### src/shared/pdsc_pkg.sv
// Package of constants, register map and types for the panel display status block
// Notes on behaviour
// [RULE1] Display key advances readout, lights its indicator
// [RULE2] After last quantity, wrap to first
// [RULE3] Output shows one unit lamp, never nanovolts
// [RULE4] Normalized operation: percent, all unit lamps off
// [RULE5] First channel shows quantity chosen by mode
// [RULE6] Magnitude is root of summed squares
// [RULE7] Log magnitude is decibels below full scale
// [RULE8] Phase is input phase minus phase offset
// [RULE9] Phase readout truncates beyond four digits
// [RULE10] Offset shown in percent, manual or automatic alike
// [RULE11] Oscillator frequency shown even on external reference
// [RULE12] Auxiliary shown as percent of ten volts
// [RULE13] Local key toggles remote and local control
// [RULE14] Remote lamp lit from first character to completion
// [RULE15] Listen lamp lit until terminator received
// [RULE16] Talk lamp lit while response output pending
// [RULE17] Service lamp lit until host serial poll
// [RULE18] X/Y mode: in-phase then quadrature
// [RULE19] Magnitude modes: second channel carries phase
// [RULE20] Phase lock only with oscillator, internal reference
// [RULE21] Phase lock: magnitude and lock error shown
package pdsc_pkg;
	// APB register byte offsets
	localparam logic [7:0] PDSC_CTRL_OFS = 8'h00; // Control: mode, normalize, oscillator, reference, lock
	localparam logic [7:0] PDSC_EVT_OFS = 8'h04; // Event strobes (write only)
	localparam logic [7:0] PDSC_STAT_OFS = 8'h08; // Lamps and selection
	localparam logic [7:0] PDSC_IQ_OFS = 8'h0C; // In-phase [15:0], quadrature [31:16]
	localparam logic [7:0] PDSC_PHASE_OFS = 8'h10; // Input phase, phase offset
	localparam logic [7:0] PDSC_MISC_OFS = 8'h14; // Offset [15:0], aux [31:16]
	localparam logic [7:0] PDSC_FREQ_OFS = 8'h18; // Oscillator frequency in Hz
	localparam logic [7:0] PDSC_READ_OFS = 8'h1C; // Readout value only
	// Control bit positions
	localparam int PDSC_CTRL_MODE_LSB = 0; // Two bit output mode
	localparam int PDSC_CTRL_NORM_BIT = 2; // Normalized operation
	localparam int PDSC_CTRL_OSC_BIT = 3; // Oscillator option fitted
	localparam int PDSC_CTRL_INTREF_BIT = 4; // Internal reference selected
	localparam int PDSC_CTRL_LOCKED_BIT = 5; // Lock achieved
	// Event bit positions
	localparam int PDSC_EVT_DISP_BIT = 0; // Display key pressed
	localparam int PDSC_EVT_LOCAL_BIT = 1; // Local key pressed
	localparam int PDSC_EVT_FIRST_BIT = 2; // First command character
	localparam int PDSC_EVT_TERM_BIT = 3; // Terminator sensed
	localparam int PDSC_EVT_DONE_BIT = 4; // Command executed
	localparam int PDSC_EVT_TXRDY_BIT = 5; // Response output ready
	localparam int PDSC_EVT_TXDONE_BIT = 6; // Response sent
	localparam int PDSC_EVT_SRQ_BIT = 7; // Service request asserted
	localparam int PDSC_EVT_POLL_BIT = 8; // Serial poll completed
	// Reset value and fixed constants
	localparam logic [31:0] PDSC_CTRL_RST = 32'h0000_0000; // Control after reset
	localparam int PDSC_AUX_FS_MV = 10000; // Aux full scale, millivolts
	localparam int PDSC_PHASE_DIGIT = 100; // Milli-degrees per shown digit
	localparam int PDSC_SQRT_STEPS = 17; // Square root cycles per result, load plus 16 steps
	// Displayable quantities in key order
	typedef enum logic [2:0] {
		PDSC_SEL_CH1,
		PDSC_SEL_CH2,
		PDSC_SEL_PHASE,
		PDSC_SEL_OFFSET,
		PDSC_SEL_FREQ,
		PDSC_SEL_AUX
	} pdsc_sel_t;
	// Output mode selector codes
	typedef enum logic [1:0] {
		PDSC_MODE_XY,
		PDSC_MODE_RTH,
		PDSC_MODE_LOGR,
		PDSC_MODE_PLL
	} pdsc_mode_t;
	// Unit lamp codes
	typedef enum logic [2:0] {
		PDSC_UNIT_PCT,
		PDSC_UNIT_V,
		PDSC_UNIT_MV,
		PDSC_UNIT_UV,
		PDSC_UNIT_DEG,
		PDSC_UNIT_DB,
		PDSC_UNIT_HZ,
		PDSC_UNIT_KHZ
	} pdsc_unit_t;
endpackage

### src/logic/pdsc_panel.sv
// Front panel display selection and interface lamp logic, APB slave
`timescale 1ns/1ps
`default_nettype none
module pdsc_panel import pdsc_pkg::*; (
	input wire logic pclk, // Clock, 200 MHz
	input wire logic presetn, // Async reset, active low
	input wire logic ce, // Clock enable, freezes all state
	input wire logic psel, // APB select
	input wire logic penable, // APB enable
	input wire logic pwrite, // APB direction
	input wire logic [7:0] paddr, // APB byte address
	input wire logic [31:0] pwdata, // APB write data
	output logic [31:0] prdata, // APB read data
	output logic pready, // APB ready
	output logic pslverr, // APB error, unmapped address
	output logic [5:0] sel_lamp, // One-hot display selection lamps
	output logic [2:0] unit_lamp, // Lamp code, pdsc_unit_t
	output logic remote_lamp, // Remote lamp
	output logic listen_lamp, // Listen lamp
	output logic talk_lamp, // Talk lamp
	output logic srq_lamp, // Service request lamp
	output logic [31:0] first_channel_readout, // First channel value
	output logic [31:0] second_channel_readout // Second channel value
);
	////////////////////////////////////////////////////////////////////////////////
	// Storage
	logic [31:0] ctrl; // Control register
	logic signed [15:0] in_phase; // In-phase demodulator
	logic signed [15:0] quad; // Quadrature demodulator
	logic [15:0] in_phase_deg; // Input phase, centi-degree units
	logic [15:0] phase_ofs; // Phase offset, milli-degrees
	logic [15:0] offset_pct; // Applied offset percent
	logic [15:0] aux_mv; // Aux module output, millivolts
	logic [31:0] osc_hz; // Oscillator frequency
	pdsc_sel_t sel; // Displayed quantity
	logic local_remote; // Remote from local key
	logic cmd_busy; // Command executing
	logic [31:0] readout; // Digital readout value
	pdsc_unit_t next_unit; // Units for readout
	logic [31:0] next_readout; // Readout before register
	logic [15:0] magnitude; // Root of sum of squares
	logic sq_busy; // Root engine busy
	logic [31:0] sum_sq; // Squared sum
	logic [31:0] log_db; // Decibels below full scale
	logic [31:0] phase_diff; // Input minus offset
	logic pll_ok; // Phase lock permitted
	logic [31:0] evt; // Event strobes this write
	logic acc_w; // Write access phase
	pdsc_mode_t mode; // Output mode
	assign acc_w = psel && penable && pwrite && pready;
	assign evt = (acc_w && paddr == PDSC_EVT_OFS) ? pwdata : 32'h0000_0000;
	assign mode = pdsc_mode_t'(ctrl[PDSC_CTRL_MODE_LSB +: 2]);
	assign pll_ok = ctrl[PDSC_CTRL_OSC_BIT] && ctrl[PDSC_CTRL_INTREF_BIT]; // see [RULE20]
	// Decode of a mapped offset, used by the error logic only
	function automatic logic mapped(input logic [7:0] a);
		mapped = (a[1:0] == 2'b00) && (a <= PDSC_READ_OFS);
	endfunction
	////////////////////////////////////////////////////////////////////////////////
	// Arithmetic
	// Widen before squaring so the products keep all 32 bits
	assign sum_sq = 32'(in_phase) * 32'(in_phase) + 32'(quad) * 32'(quad); // see [RULE6]
	pdsc_sqrt #(.W(32)) u_sqrt (
		.pclk(pclk),
		.presetn(presetn),
		.ce(ce),
		.start(1'b1),
		.rad(sum_sq),
		.busy(sq_busy),
		.root(magnitude)
	);
	// Base-ten log by leading bit: 20*log10(2) is about 6.02 dB per octave,
	// coarse but monotonic; full scale is 2^15 counts
	always_comb begin
		int msb;
		msb = 0;
		for (int i = 0; i < 16; i++) begin
			if (magnitude[i]) begin
				msb = i;
			end
		end
		log_db = 32'((15 - msb) * 602 / 100); // see [RULE7]
	end
	assign phase_diff = 32'({in_phase_deg, 1'b0} * 5) - 32'(phase_ofs); // see [RULE8]
	////////////////////////////////////////////////////////////////////////////////
	// Readout mux
	always_comb begin
		next_readout = 32'h0000_0000;
		next_unit = PDSC_UNIT_V;
		case (sel)
			PDSC_SEL_CH1: begin // see [RULE5]
				case (mode)
					PDSC_MODE_XY: next_readout = 32'(in_phase); // see [RULE18]
					PDSC_MODE_RTH: next_readout = 32'(magnitude);
					PDSC_MODE_LOGR: begin
						next_readout = log_db;
						next_unit = PDSC_UNIT_DB;
					end
					default: next_readout = pll_ok ? 32'(magnitude) : 32'(in_phase); // see [RULE21]
				endcase
				if (ctrl[PDSC_CTRL_NORM_BIT] && mode != PDSC_MODE_LOGR) begin
					next_unit = PDSC_UNIT_PCT; // see [RULE4]
				end
			end
			PDSC_SEL_CH2: begin
				case (mode)
					PDSC_MODE_XY: next_readout = 32'(quad); // see [RULE18]
					PDSC_MODE_RTH,
					PDSC_MODE_LOGR: begin
						next_readout = phase_diff; // see [RULE19]
						next_unit = PDSC_UNIT_DEG;
					end
					default: next_readout = pll_ok ? 32'(quad) : 32'h0000_0000; // see [RULE21]
				endcase
				if (ctrl[PDSC_CTRL_NORM_BIT] && next_unit == PDSC_UNIT_V) begin
					next_unit = PDSC_UNIT_PCT; // see [RULE4]
				end
			end
			PDSC_SEL_PHASE: begin
				// Drop digits below 0.1 degree, never round up
				next_readout = 32'(phase_ofs / 16'(PDSC_PHASE_DIGIT)); // see [RULE9]
				next_unit = PDSC_UNIT_DEG;
			end
			PDSC_SEL_OFFSET: begin
				// One register for manual and auto offset alike
				next_readout = 32'(offset_pct); // see [RULE10]
				next_unit = PDSC_UNIT_PCT;
			end
			PDSC_SEL_FREQ: begin
				// Independent of reference source selection
				next_readout = (osc_hz >= 32'd1000) ? osc_hz / 32'd1000 : osc_hz; // see [RULE11]
				next_unit = (osc_hz >= 32'd1000) ? PDSC_UNIT_KHZ : PDSC_UNIT_HZ;
			end
			PDSC_SEL_AUX: begin
				next_readout = 32'(32'(aux_mv) * 100 / PDSC_AUX_FS_MV); // see [RULE12]
				next_unit = PDSC_UNIT_PCT;
			end
			default: next_readout = 32'h0000_0000;
		endcase
		// Volt scale is always V; the nanovolt lamp has no code at all, see [RULE3]
	end
	////////////////////////////////////////////////////////////////////////////////
	// APB slave: zero wait state, error on unmapped
	always_ff @(posedge pclk or negedge presetn) begin
		if (!presetn) begin
			pready <= 1'b0;
			pslverr <= 1'b0;
			prdata <= 32'h0000_0000;
		end else if (ce) begin
			pready <= psel && !penable;
			pslverr <= psel && !penable && !mapped(paddr);
			if (psel && !penable && !pwrite) begin
				case (paddr)
					PDSC_CTRL_OFS: prdata <= ctrl;
					PDSC_STAT_OFS: prdata <= {20'h00000, cmd_busy, sq_busy, srq_lamp,
						talk_lamp, listen_lamp, remote_lamp, 3'(sel), 3'(next_unit)};
					PDSC_IQ_OFS: prdata <= {quad, in_phase};
					PDSC_PHASE_OFS: prdata <= {phase_ofs, in_phase_deg};
					PDSC_MISC_OFS: prdata <= {aux_mv, offset_pct};
					PDSC_FREQ_OFS: prdata <= osc_hz;
					PDSC_READ_OFS: prdata <= readout;
					default: prdata <= 32'h0000_0000;
				endcase
			end
		end
	end
	// Register writes
	always_ff @(posedge pclk or negedge presetn) begin
		if (!presetn) begin
			ctrl <= PDSC_CTRL_RST;
			in_phase <= '0;
			quad <= '0;
			in_phase_deg <= '0;
			phase_ofs <= '0;
			offset_pct <= '0;
			aux_mv <= '0;
			osc_hz <= '0;
		end else if (ce && acc_w) begin
			case (paddr)
				PDSC_CTRL_OFS: ctrl <= {26'h0, pwdata[5:0]};
				PDSC_IQ_OFS: {quad, in_phase} <= pwdata;
				PDSC_PHASE_OFS: {phase_ofs, in_phase_deg} <= pwdata;
				PDSC_MISC_OFS: {aux_mv, offset_pct} <= pwdata;
				PDSC_FREQ_OFS: osc_hz <= pwdata;
				default: ctrl <= ctrl;
			endcase
		end
	end
	////////////////////////////////////////////////////////////////////////////////
	// Display key; ignored while host has control
	always_ff @(posedge pclk or negedge presetn) begin
		if (!presetn) begin
			sel <= PDSC_SEL_CH1;
		end else if (ce && evt[PDSC_EVT_DISP_BIT] && !local_remote) begin // see [RULE13]
			if (sel == PDSC_SEL_AUX) begin
				sel <= PDSC_SEL_CH1; // see [RULE2]
			end else begin
				sel <= pdsc_sel_t'(3'(sel) + 3'h1); // see [RULE1]
			end
		end
	end
	// Local key toggles remote control
	always_ff @(posedge pclk or negedge presetn) begin
		if (!presetn) begin
			local_remote <= 1'b0;
		end else if (ce && evt[PDSC_EVT_LOCAL_BIT]) begin
			local_remote <= !local_remote; // see [RULE13]
		end
	end
	// Command execution span; first character wins over done
	always_ff @(posedge pclk or negedge presetn) begin
		if (!presetn) begin
			cmd_busy <= 1'b0;
			listen_lamp <= 1'b0;
			talk_lamp <= 1'b0;
			srq_lamp <= 1'b0;
		end else if (ce) begin
			if (evt[PDSC_EVT_FIRST_BIT]) begin
				cmd_busy <= 1'b1; // see [RULE14]
			end else if (evt[PDSC_EVT_DONE_BIT]) begin
				cmd_busy <= 1'b0;
			end
			if (evt[PDSC_EVT_FIRST_BIT]) begin
				listen_lamp <= 1'b1; // see [RULE15]
			end else if (evt[PDSC_EVT_TERM_BIT]) begin
				listen_lamp <= 1'b0;
			end
			if (evt[PDSC_EVT_TXRDY_BIT]) begin
				talk_lamp <= 1'b1; // see [RULE16]
			end else if (evt[PDSC_EVT_TXDONE_BIT]) begin
				talk_lamp <= 1'b0;
			end
			if (evt[PDSC_EVT_SRQ_BIT]) begin
				srq_lamp <= 1'b1; // see [RULE17]
			end else if (evt[PDSC_EVT_POLL_BIT]) begin
				srq_lamp <= 1'b0;
			end
		end
	end
	// Registered lamps and readouts
	always_ff @(posedge pclk or negedge presetn) begin
		if (!presetn) begin
			remote_lamp <= 1'b0;
			sel_lamp <= 6'h01;
			unit_lamp <= 3'h1;
			readout <= 32'h0000_0000;
			first_channel_readout <= 32'h0000_0000;
			second_channel_readout <= 32'h0000_0000;
		end else if (ce) begin
			remote_lamp <= local_remote || cmd_busy; // see [RULE14]
			sel_lamp <= 6'h01 << 3'(sel); // see [RULE1]
			unit_lamp <= 3'(next_unit); // see [RULE3]
			readout <= next_readout;
			if (sel == PDSC_SEL_CH1) begin
				first_channel_readout <= next_readout; // see [RULE5]
			end
			if (sel == PDSC_SEL_CH2) begin
				second_channel_readout <= next_readout;
			end
		end
	end
endmodule // pdsc_panel
`default_nettype wire

### src/logic/pdsc_sqrt.sv
// Sequential integer square root used for the magnitude
`timescale 1ns/1ps
`default_nettype none
module pdsc_sqrt import pdsc_pkg::*; #(
	parameter int W = 32 // Radicand width
) (
	input wire logic pclk, // Clock
	input wire logic presetn, // Async reset, active low
	input wire logic ce, // Clock enable
	input wire logic start, // Begin a root
	input wire logic [W-1:0] rad, // Radicand
	output logic busy, // Root in progress
	output logic [W/2-1:0] root // Last result
);
	logic [W-1:0] rem; // Radicand latched at start, held while the bits are tried
	logic [W/2-1:0] acc; // Partial root
	logic [5:0] step; // Bit index counter
	logic [W/2-1:0] trial; // Candidate with current bit set
	assign trial = acc | (W/2)'(1) << step;
	// Bit by bit: keep each bit whose square fits
	always_ff @(posedge pclk or negedge presetn) begin
		if (!presetn) begin
			rem <= '0;
			acc <= '0;
			step <= '0;
			busy <= 1'b0;
			root <= '0;
		end else if (ce) begin
			if (start && !busy) begin
				rem <= rad;
				acc <= '0;
				step <= 6'(W/2-1);
				busy <= 1'b1;
			end else if (busy) begin
				if ({{(W/2){1'b0}}, trial} * {{(W/2){1'b0}}, trial} <= {{W{1'b0}}, rem}) begin
					acc <= trial;
				end
				if (step == 6'h00) begin
					busy <= 1'b0;
					root <= ({{(W/2){1'b0}}, trial} * {{(W/2){1'b0}}, trial}
						<= {{W{1'b0}}, rem}) ? trial : acc;
				end else begin
					step <= step - 6'h01;
				end
			end
		end
	end
endmodule // pdsc_sqrt
`default_nettype wire

### config.mk
export PLATFORM = sky130hd
export DESIGN_NAME = pdsc_panel
export DESIGN_NICKNAME = d
export VERILOG_FILES = /design/src/shared/pdsc_pkg.sv /design/src/logic/pdsc_panel.sv /design/src/logic/pdsc_sqrt.sv
export SDC_FILE = /design/constraint.sdc
export NUM_CORES = 2
export LEC_CHECK = 0
export BUFFER_PORTS_ARGS = -buffer_cell sky130_fd_sc_hd__buf_4
export CELL_PAD_IN_SITES_DETAIL_PLACEMENT = 1
export CELL_PAD_IN_SITES_GLOBAL_PLACEMENT = 1
export CORE_MARGIN = 5
export CORE_UTILIZATION = 46
export CTS_CLUSTER_SIZE = 8
export DETAILED_ROUTE_END_ITERATION = 16
export GPL_TIMING_DRIVEN = 1
export HOLD_SLACK_MARGIN = 0.15
export MAX_ROUTING_LAYER = met4
export PLACE_DENSITY = 0.89
export SLEW_MARGIN = 0
export SYNTH_ARGS = -nofsm -noshare
export SYNTH_HDL_FRONTEND = slang
export SYNTH_SLANG_ARGS = --single-unit
export TNS_END_PERCENT = 5
### constraint.sdc
create_clock -name pclk -period 16.6 [get_ports pclk]
set_clock_uncertainty 0.05 [all_clocks]
set_input_delay 3.32 -clock pclk [delete_from_list [all_inputs] [get_ports pclk]]
set_output_delay 3.32 -clock pclk [all_outputs]
set_load 0.05 [all_outputs]
* Word-level counts from Yosys, hierarchy flattened
Cells that the tools add are included.
** Operators by class
- $add $sub $neg :: 5
- Reductions and logical operators :: 46
- Shifts and indexed selects :: 2
- Multiplexer cells :: 45
- Bitwise operators :: 2
- Magnitude comparators :: 3
- Equality and inequality tests :: 17
- Multiply operators :: 6
- Div/mod/pow operators :: 4
** Operators with widths (count)
- 32-bit 2-to-1 mux :: 11
- 32-bit case mux with 7 select lines :: 1
- 32-bit case mux with 6 select lines :: 1
- 16-bit by 16-bit multiplier with 32-bit output :: 3
- 32-bit case mux with 3 select lines :: 1
- 32-bit case mux with 2 select lines :: 1
- 32-bit adder :: 1
- 16-bit by 7-bit divider with 32-bit output, second input constant :: 1
- 23-bit by 14-bit divider with 32-bit output, second input constant :: 1
- 32-bit by 10-bit divider with 32-bit output, second input constant :: 1
- 32-bit by 8-bit divider with 32-bit output, second input constant :: 1
- 8-bit by 5-bit == test with 1-bit output, second input constant :: 4
- 32-bit by 10-bit greater-or-equal comparator with 1-bit output, second input constant :: 1
- 32-bit less-or-equal comparator :: 1
- 32-bit by 10-bit multiplier with 31-bit output, second input constant :: 1
- 16-bit 2-to-1 mux :: 2
- 5-bit by 32-bit subtractor with 32-bit output, first input constant :: 1
- 3-bit 2-to-1 mux :: 10
- 2-bit AND reduction :: 14
- 16-bit by 5-bit multiplier with 21-bit output, second input constant :: 1
- 20-bit by 16-bit subtractor with 21-bit output :: 1
- 16-bit by 3-bit multiplier with 19-bit output, second input constant :: 1
- 8-bit by 4-bit == test with 1-bit output, second input constant :: 2
- 16-bit bitwise OR :: 1
- 28 further kinds :: 67
** Storage, ports and cells
- Bits of input ports :: 46
- Output and inout bits :: 111
- Word-level logic and storage cells :: 158
- Register bits :: 353

* Longest topological paths before layout
- Depth in word-level cells :: 20
- Mapped depth :: 70
- Mapped depth without buffers :: 68

* By module
A second synthesis with hierarchy kept.
** Second synthesis, totals
- Cell total of the unflattened synthesis :: 6983
- Area, all modules :: 60153.9 µm²
** By module, submodules not included
- pdsc_panel :: sequential area each 7034.2 µm², area each 48850.6 µm², times used 1, cells an instance 5693
- pdsc_sqrt :: sequential area each 1776.7 µm², area each 11303.3 µm², times used 1, cells an instance 1290

* Worst setup path before layout
Ideal clock, no wire load.
- Kind :: register -> register
- From :: register aux_mv[2]
- To :: register readout[1]
- Path buffers :: 4
- Cell stages (with the launch flop) :: 58
- Slack :: 1138 ps
- Data arrival time :: 15261 ps
- Required time :: 16399 ps
- Period minus slack after synthesis :: 15462 ps
- Cells stage by stage :: dfrtp_1 -> clkbuf_1 -> inv_1 -> ha_1 -> ha_1 -> ha_1 -> ha_1 -> a21o_1 -> a21oi_1 -> o21ai_0 -> a21oi_1 -> o21ai_0 -> a21oi_1 -> o21ai_0 -> a21oi_1 -> o21ai_0 -> a21oi_1 -> o21ai_0 -> (+22 left out) -> or3_1 -> a211oi_1 -> o21ai_0 -> a21oi_1 -> mux2i_1 -> o211ai_1 -> a311oi_1 -> nor4_1 -> or3b_1 -> and2_1 -> a311oi_1 -> o32ai_1 -> or3_1 -> and3_1 -> a41oi_1 -> o21ai_0 -> a2111oi_1 -> mux2i_1
** On the way
- Longest elaborated chain between the ends :: 3
** RTL lines
- from (decl) :: RTL line pdsc_panel.sv:33 : logic [15:0] aux_mv;
- from (signal assigned) :: RTL line pdsc_panel.sv:182 : PDSC_MISC_OFS: {aux_mv, offset_pct} <= pwdata;
- 16-bit by 5-bit multiplier with 21-bit output :: RTL line pdsc_panel.sv:134 : next_readout = 32'(32'(aux_mv) * 100 / PDSC_AUX_FS_MV);
- 23-bit by 14-bit divider with 32-bit output :: RTL line pdsc_panel.sv:134
- 32-bit case mux with 6 select lines :: RTL line pdsc_panel.sv:89 : case (sel)
- to (signal assigned) :: RTL line pdsc_panel.sv:252 : readout <= next_readout;
- to (decl) :: RTL line pdsc_panel.sv:38 : logic [31:0] readout;
No other way between the ends.
A chain may end at the register's enable or synchronous reset.

* Worst setup path in the final report
- From :: register osc_hz[28]
- To :: register readout[0]
** On the way
- Longest elaborated chain between the ends :: 3
- Elaborated cells on any way between the ends :: 4
** RTL lines
- from (decl) :: RTL line pdsc_panel.sv:34 : logic [31:0] osc_hz;
- from (signal assigned) :: RTL line pdsc_panel.sv:183 : PDSC_FREQ_OFS: osc_hz <= pwdata;
- 32-bit by 10-bit divider with 32-bit output or 32-bit by 10-bit greater-or-equal comparator with 1-bit output (tied branches) :: RTL line pdsc_panel.sv:130 : next_readout = (osc_hz >= 32'd1000) ? osc_hz / 32'd1000 : osc_hz;
- 32-bit 2-to-1 mux (*) :: RTL line pdsc_panel.sv:130
- 32-bit case mux with 6 select lines (*) :: RTL line pdsc_panel.sv:89
Every way passes the cells marked *; elsewhere a longest branch is shown, timed or not.

==> impl_summary.log <==
INFO  metric synthesized_netlist_net_count = 7902
INFO  metric grt_pass1_vias = 61500
INFO  metric path_delay_family = compound AO/OA/AOI/OAI gates
INFO  metric clk-insertion-delay-late = 650 ps
INFO  metric fill_cells = 14800
INFO  metric synth-edff-count = 0
INFO  metric finalSetupViolCount = 0
INFO  metric synthesis.area_per_instance = 8.65 um2
INFO  metric tritoncts.num_buffers = 52
INFO  metric cts-root-to-sink-buffers = 3
INFO  metric finalCritPeriodShare = 96.4%
INFO  metric cts_root_buf = sky130_fd_sc_hd__clkbuf_16
INFO  metric crit_type = flip-flop to flip-flop
INFO  metric routed_wire_length_per_instance = 27.9 um
INFO  metric drt-total-wl = 242000 um
INFO  metric gp_congestion = 0.980
INFO  metric nature_of_the_critical_path_endpoint = flip-flop
INFO  metric final_cell_area = 64800 um2
INFO  metric dp_hpwl = 186000 um
INFO  metric post_dp_cell_area = 62200 um2
INFO  metric number_of_drc_markers_in_iteration_0 = 6011
INFO  metric tritoncts = yes
INFO  metric mostFrequentLayoutCells = sky130_fd_sc_hd__inv_1, sky130_fd_sc_hd__fa_1, sky130_fd_sc_hd__nand2_1
INFO  metric critPathBufInv = 8
INFO  metric final_layout_size_suffix_gt1_share = 12.8%
INFO  metric worst_slew_margin_rel = 8.81%
INFO  metric synth_top_flop_cell = sky130_fd_sc_hd__dfrtp_1
INFO  metric chipHeight = 366 um
INFO  metric post-place-cells = 8505
INFO  metric ys_warn_count = 0
INFO  metric die_width = 366 um
INFO  metric final_common_cell = sky130_fd_sc_hd__inv_1
INFO  metric tritoncts_num_sinks = 352
INFO  metric grt_antenna_before_repair = 41
INFO  metric synthArstFlopShare = 100%
INFO  metric worst_path_most_repeated_cell = sky130_fd_sc_hd__buf_4
INFO  metric hold_class = flip-flop to flip-flop
INFO  metric fmax = 0.0625 GHz
INFO  metric grt_remaining_overflow = 0
INFO  metric routed-via-count = 55900
INFO  metric drv_cap = 0
INFO  metric stdcell_count = 8672
INFO  metric detail_route.first_pass.iterations = 9
INFO  metric period_minus_slack = 16000 ps
INFO  metric floorplan.core_area = 126000 um2
INFO  metric global_route.usage.total = 35.9%
INFO  metric status = complete, no violations
INFO  metric kind_of_launch_point_of_the_worst_setup_path = flip-flop
INFO  metric antenna_violating_nets_post_route = 0
INFO  metric route.detailed.drc = 0
INFO  metric final_net_count = 8099
INFO  metric critical_path_arrival = 16450 ps
INFO  metric cp_slowest_stage_delay = 580 ps
INFO  metric die_area = 134000 um2
INFO  metric htree_num_levels = 2
INFO  metric cp_slowest_cell = sky130_fd_sc_hd__or4_4
INFO  metric synth.cell_area = 58400 um2
INFO  metric design.portCount = 157
INFO  metric rows = 130
INFO  metric clk_pin_slew_worst_paths = 60 ps
INFO  metric synthCells = 6749
INFO  metric grt_start_max_net_pins = 81
INFO  metric drv_slew = 0
INFO  metric worstPathRequired = 17050 ps
INFO  metric yosys_cell_types = 149
INFO  metric initial_utilization = 46.4%
INFO  metric wire_length_of_the_first_global_routing_pass = 367000 um
INFO  metric io_buffer_count = 156
INFO  metric critPathMaxFanout = 13
INFO  metric via_count_normalized_by_instance_count = 6.44
INFO  metric ys_seq_area_share = 15.1%
INFO  metric worst-slew-pin-transition = 1350 ps
INFO  metric area.growth.synth_to_final = 11.0%
INFO  metric final_hold_viol_count = 0
INFO  metric yosys_register_bits = 352
routing by layer:
| metal | track usage (%) | wire, um | share of wire, % |
|---|---|---|---|
| met2 | 57.5 | 112000 | 46 |
| met3 | 10.9 | 23800 | 9.8 |
| met4 | 22.8 | 19600 | 8.1 |
| met1 | 39.1 | 86400 | 36 |
| met5 | - | 0 | 0 |
metrics by stage:
step | util [%] | hold WS, ps | setup slack (ps) | setup TNS [ps]
after floorplan | - | 387 | 1140 | 0
after global placement | 49.4 | 406 | -444 | -1800
after detailed placement | 49.4 | 414 | -652 | -3780
after CTS | 50.7 | 432 | 29.6 | 0
after global routing | 51.5 | 454 | -110 | -133
final | 51.5 | 434 | 603 | 0
registers in the layout, summed over array words and instances (netlist names), 2 cells and up:
register                count
unit_lamp                   2
phase_ofs                  16
quad                       16
in_phase_deg               16
aux_mv                     16
u_sqrt.acc                 16
u_sqrt.root                16
first_channel_readout      32
prdata                     32
sel_lamp                    6
sel                         3
u_sqrt.step                 6
second_channel_readout     32
in_phase                   16
offset_pct                 16
ctrl                        6
readout                    32
osc_hz                     32
u_sqrt.rem                 32
synth_stat cells, types with 46 or more instances:
| master | instances | share of area (%) |
|---|---|---|
| sky130_fd_sc_hd__inv_1 | 1003 | 6.4 |
| sky130_fd_sc_hd__fa_1 | 702 | 24 |
| sky130_fd_sc_hd__nand2_1 | 650 | 4.2 |
| sky130_fd_sc_hd__nor2_1 | 481 | 3.1 |
| sky130_fd_sc_hd__ha_1 | 405 | 8.7 |
| sky130_fd_sc_hd__o21ai_0 | 372 | 3.2 |
| sky130_fd_sc_hd__dfrtp_1 | 350 | 15 |
| sky130_fd_sc_hd__a21oi_1 | 279 | 2.4 |
| sky130_fd_sc_hd__xnor2_1 | 240 | 3.6 |
| sky130_fd_sc_hd__clkbuf_1 | 199 | 1.3 |
| sky130_fd_sc_hd__and2_1 | 142 | 1.5 |
| sky130_fd_sc_hd__nor3_1 | 128 | 1.1 |
| sky130_fd_sc_hd__mux2_2 | 115 | 2.2 |
| sky130_fd_sc_hd__xor2_1 | 104 | 1.6 |
| sky130_fd_sc_hd__nand3_1 | 91 | 0.78 |
| sky130_fd_sc_hd__a21o_1 | 77 | 0.99 |
| sky130_fd_sc_hd__o21a_1 | 74 | 0.95 |
| sky130_fd_sc_hd__a31oi_1 | 64 | 0.69 |
| sky130_fd_sc_hd__mux2i_1 | 56 | 0.96 |
| sky130_fd_sc_hd__nand2b_1 | 56 | 0.60 |
| sky130_fd_sc_hd__a22oi_1 | 55 | 0.71 |
| sky130_fd_sc_hd__o21bai_1 | 54 | 0.69 |
| sky130_fd_sc_hd__nor4_1 | 47 | 0.50 |
| sky130_fd_sc_hd__a211oi_1 | 46 | 0.59 |
| sky130_fd_sc_hd__o211ai_1 | 46 | 0.59 |
worst min-delay path: stages (launching register included):
cell	delay, ps
sky130_fd_sc_hd__dfstp_2	370
sky130_fd_sc_hd__inv_1	50
sky130_fd_sc_hd__o21ai_0	60
area by class of cell:
class,count,area (um2),area share (%)
Antenna cell,46,115,0.178
Multi-Input combinational cell,5108,45300,69.9
Clock inverter,7,88.8,0.137
Timing Repair Buffer,419,3180,4.90
Inverter,1013,3810,5.87
Tap cell,1650,2060,3.19
Sequential cell,352,8830,13.6
Clock buffer,77,1450,2.23
repair_timing:
action	in CTS	in global routing
buffers inserted	5	31
hold buffers	0	0
pin swaps	2	16
resized for setup	21	133
endpoints found under the setup margin	7	11
final timing paths:
path	from	endpoint	slack (ps)	cells past startpoint
min	sel_lamp[0]	sel_lamp[0]	430	2
max reg2reg	osc_hz[28]	readout[0]	600	59
max in group asynchronous	presetn	u_sqrt.rem[16]	10530	4
max	osc_hz[28]	readout[0]	600	59
min reg2reg	sel_lamp[0]	sel_lamp[0]	430	2
min in group asynchronous	presetn	second_channel_readout[19]	2570	1
cells by family (layout without fill, tap and decap cells):
group | after synthesis | after routing | synth area share [%]
other cells | 1 | 47 | 0.00642
simple gates | 1894 | 1894 | 15.4
compound gates | 1537 | 1537 | 18.2
buf+inv | 1289 | 1516 | 8.60
xor+xnor | 346 | 346 | 5.22
mux | 206 | 206 | 4.44
fa+ha+maj | 1124 | 1124 | 33.0
flops | 352 | 352 | 15.1
Power is left out: the tool's default activity adds up to more than one toggle a clock period on the data nets, which glitch-free logic cannot reach.
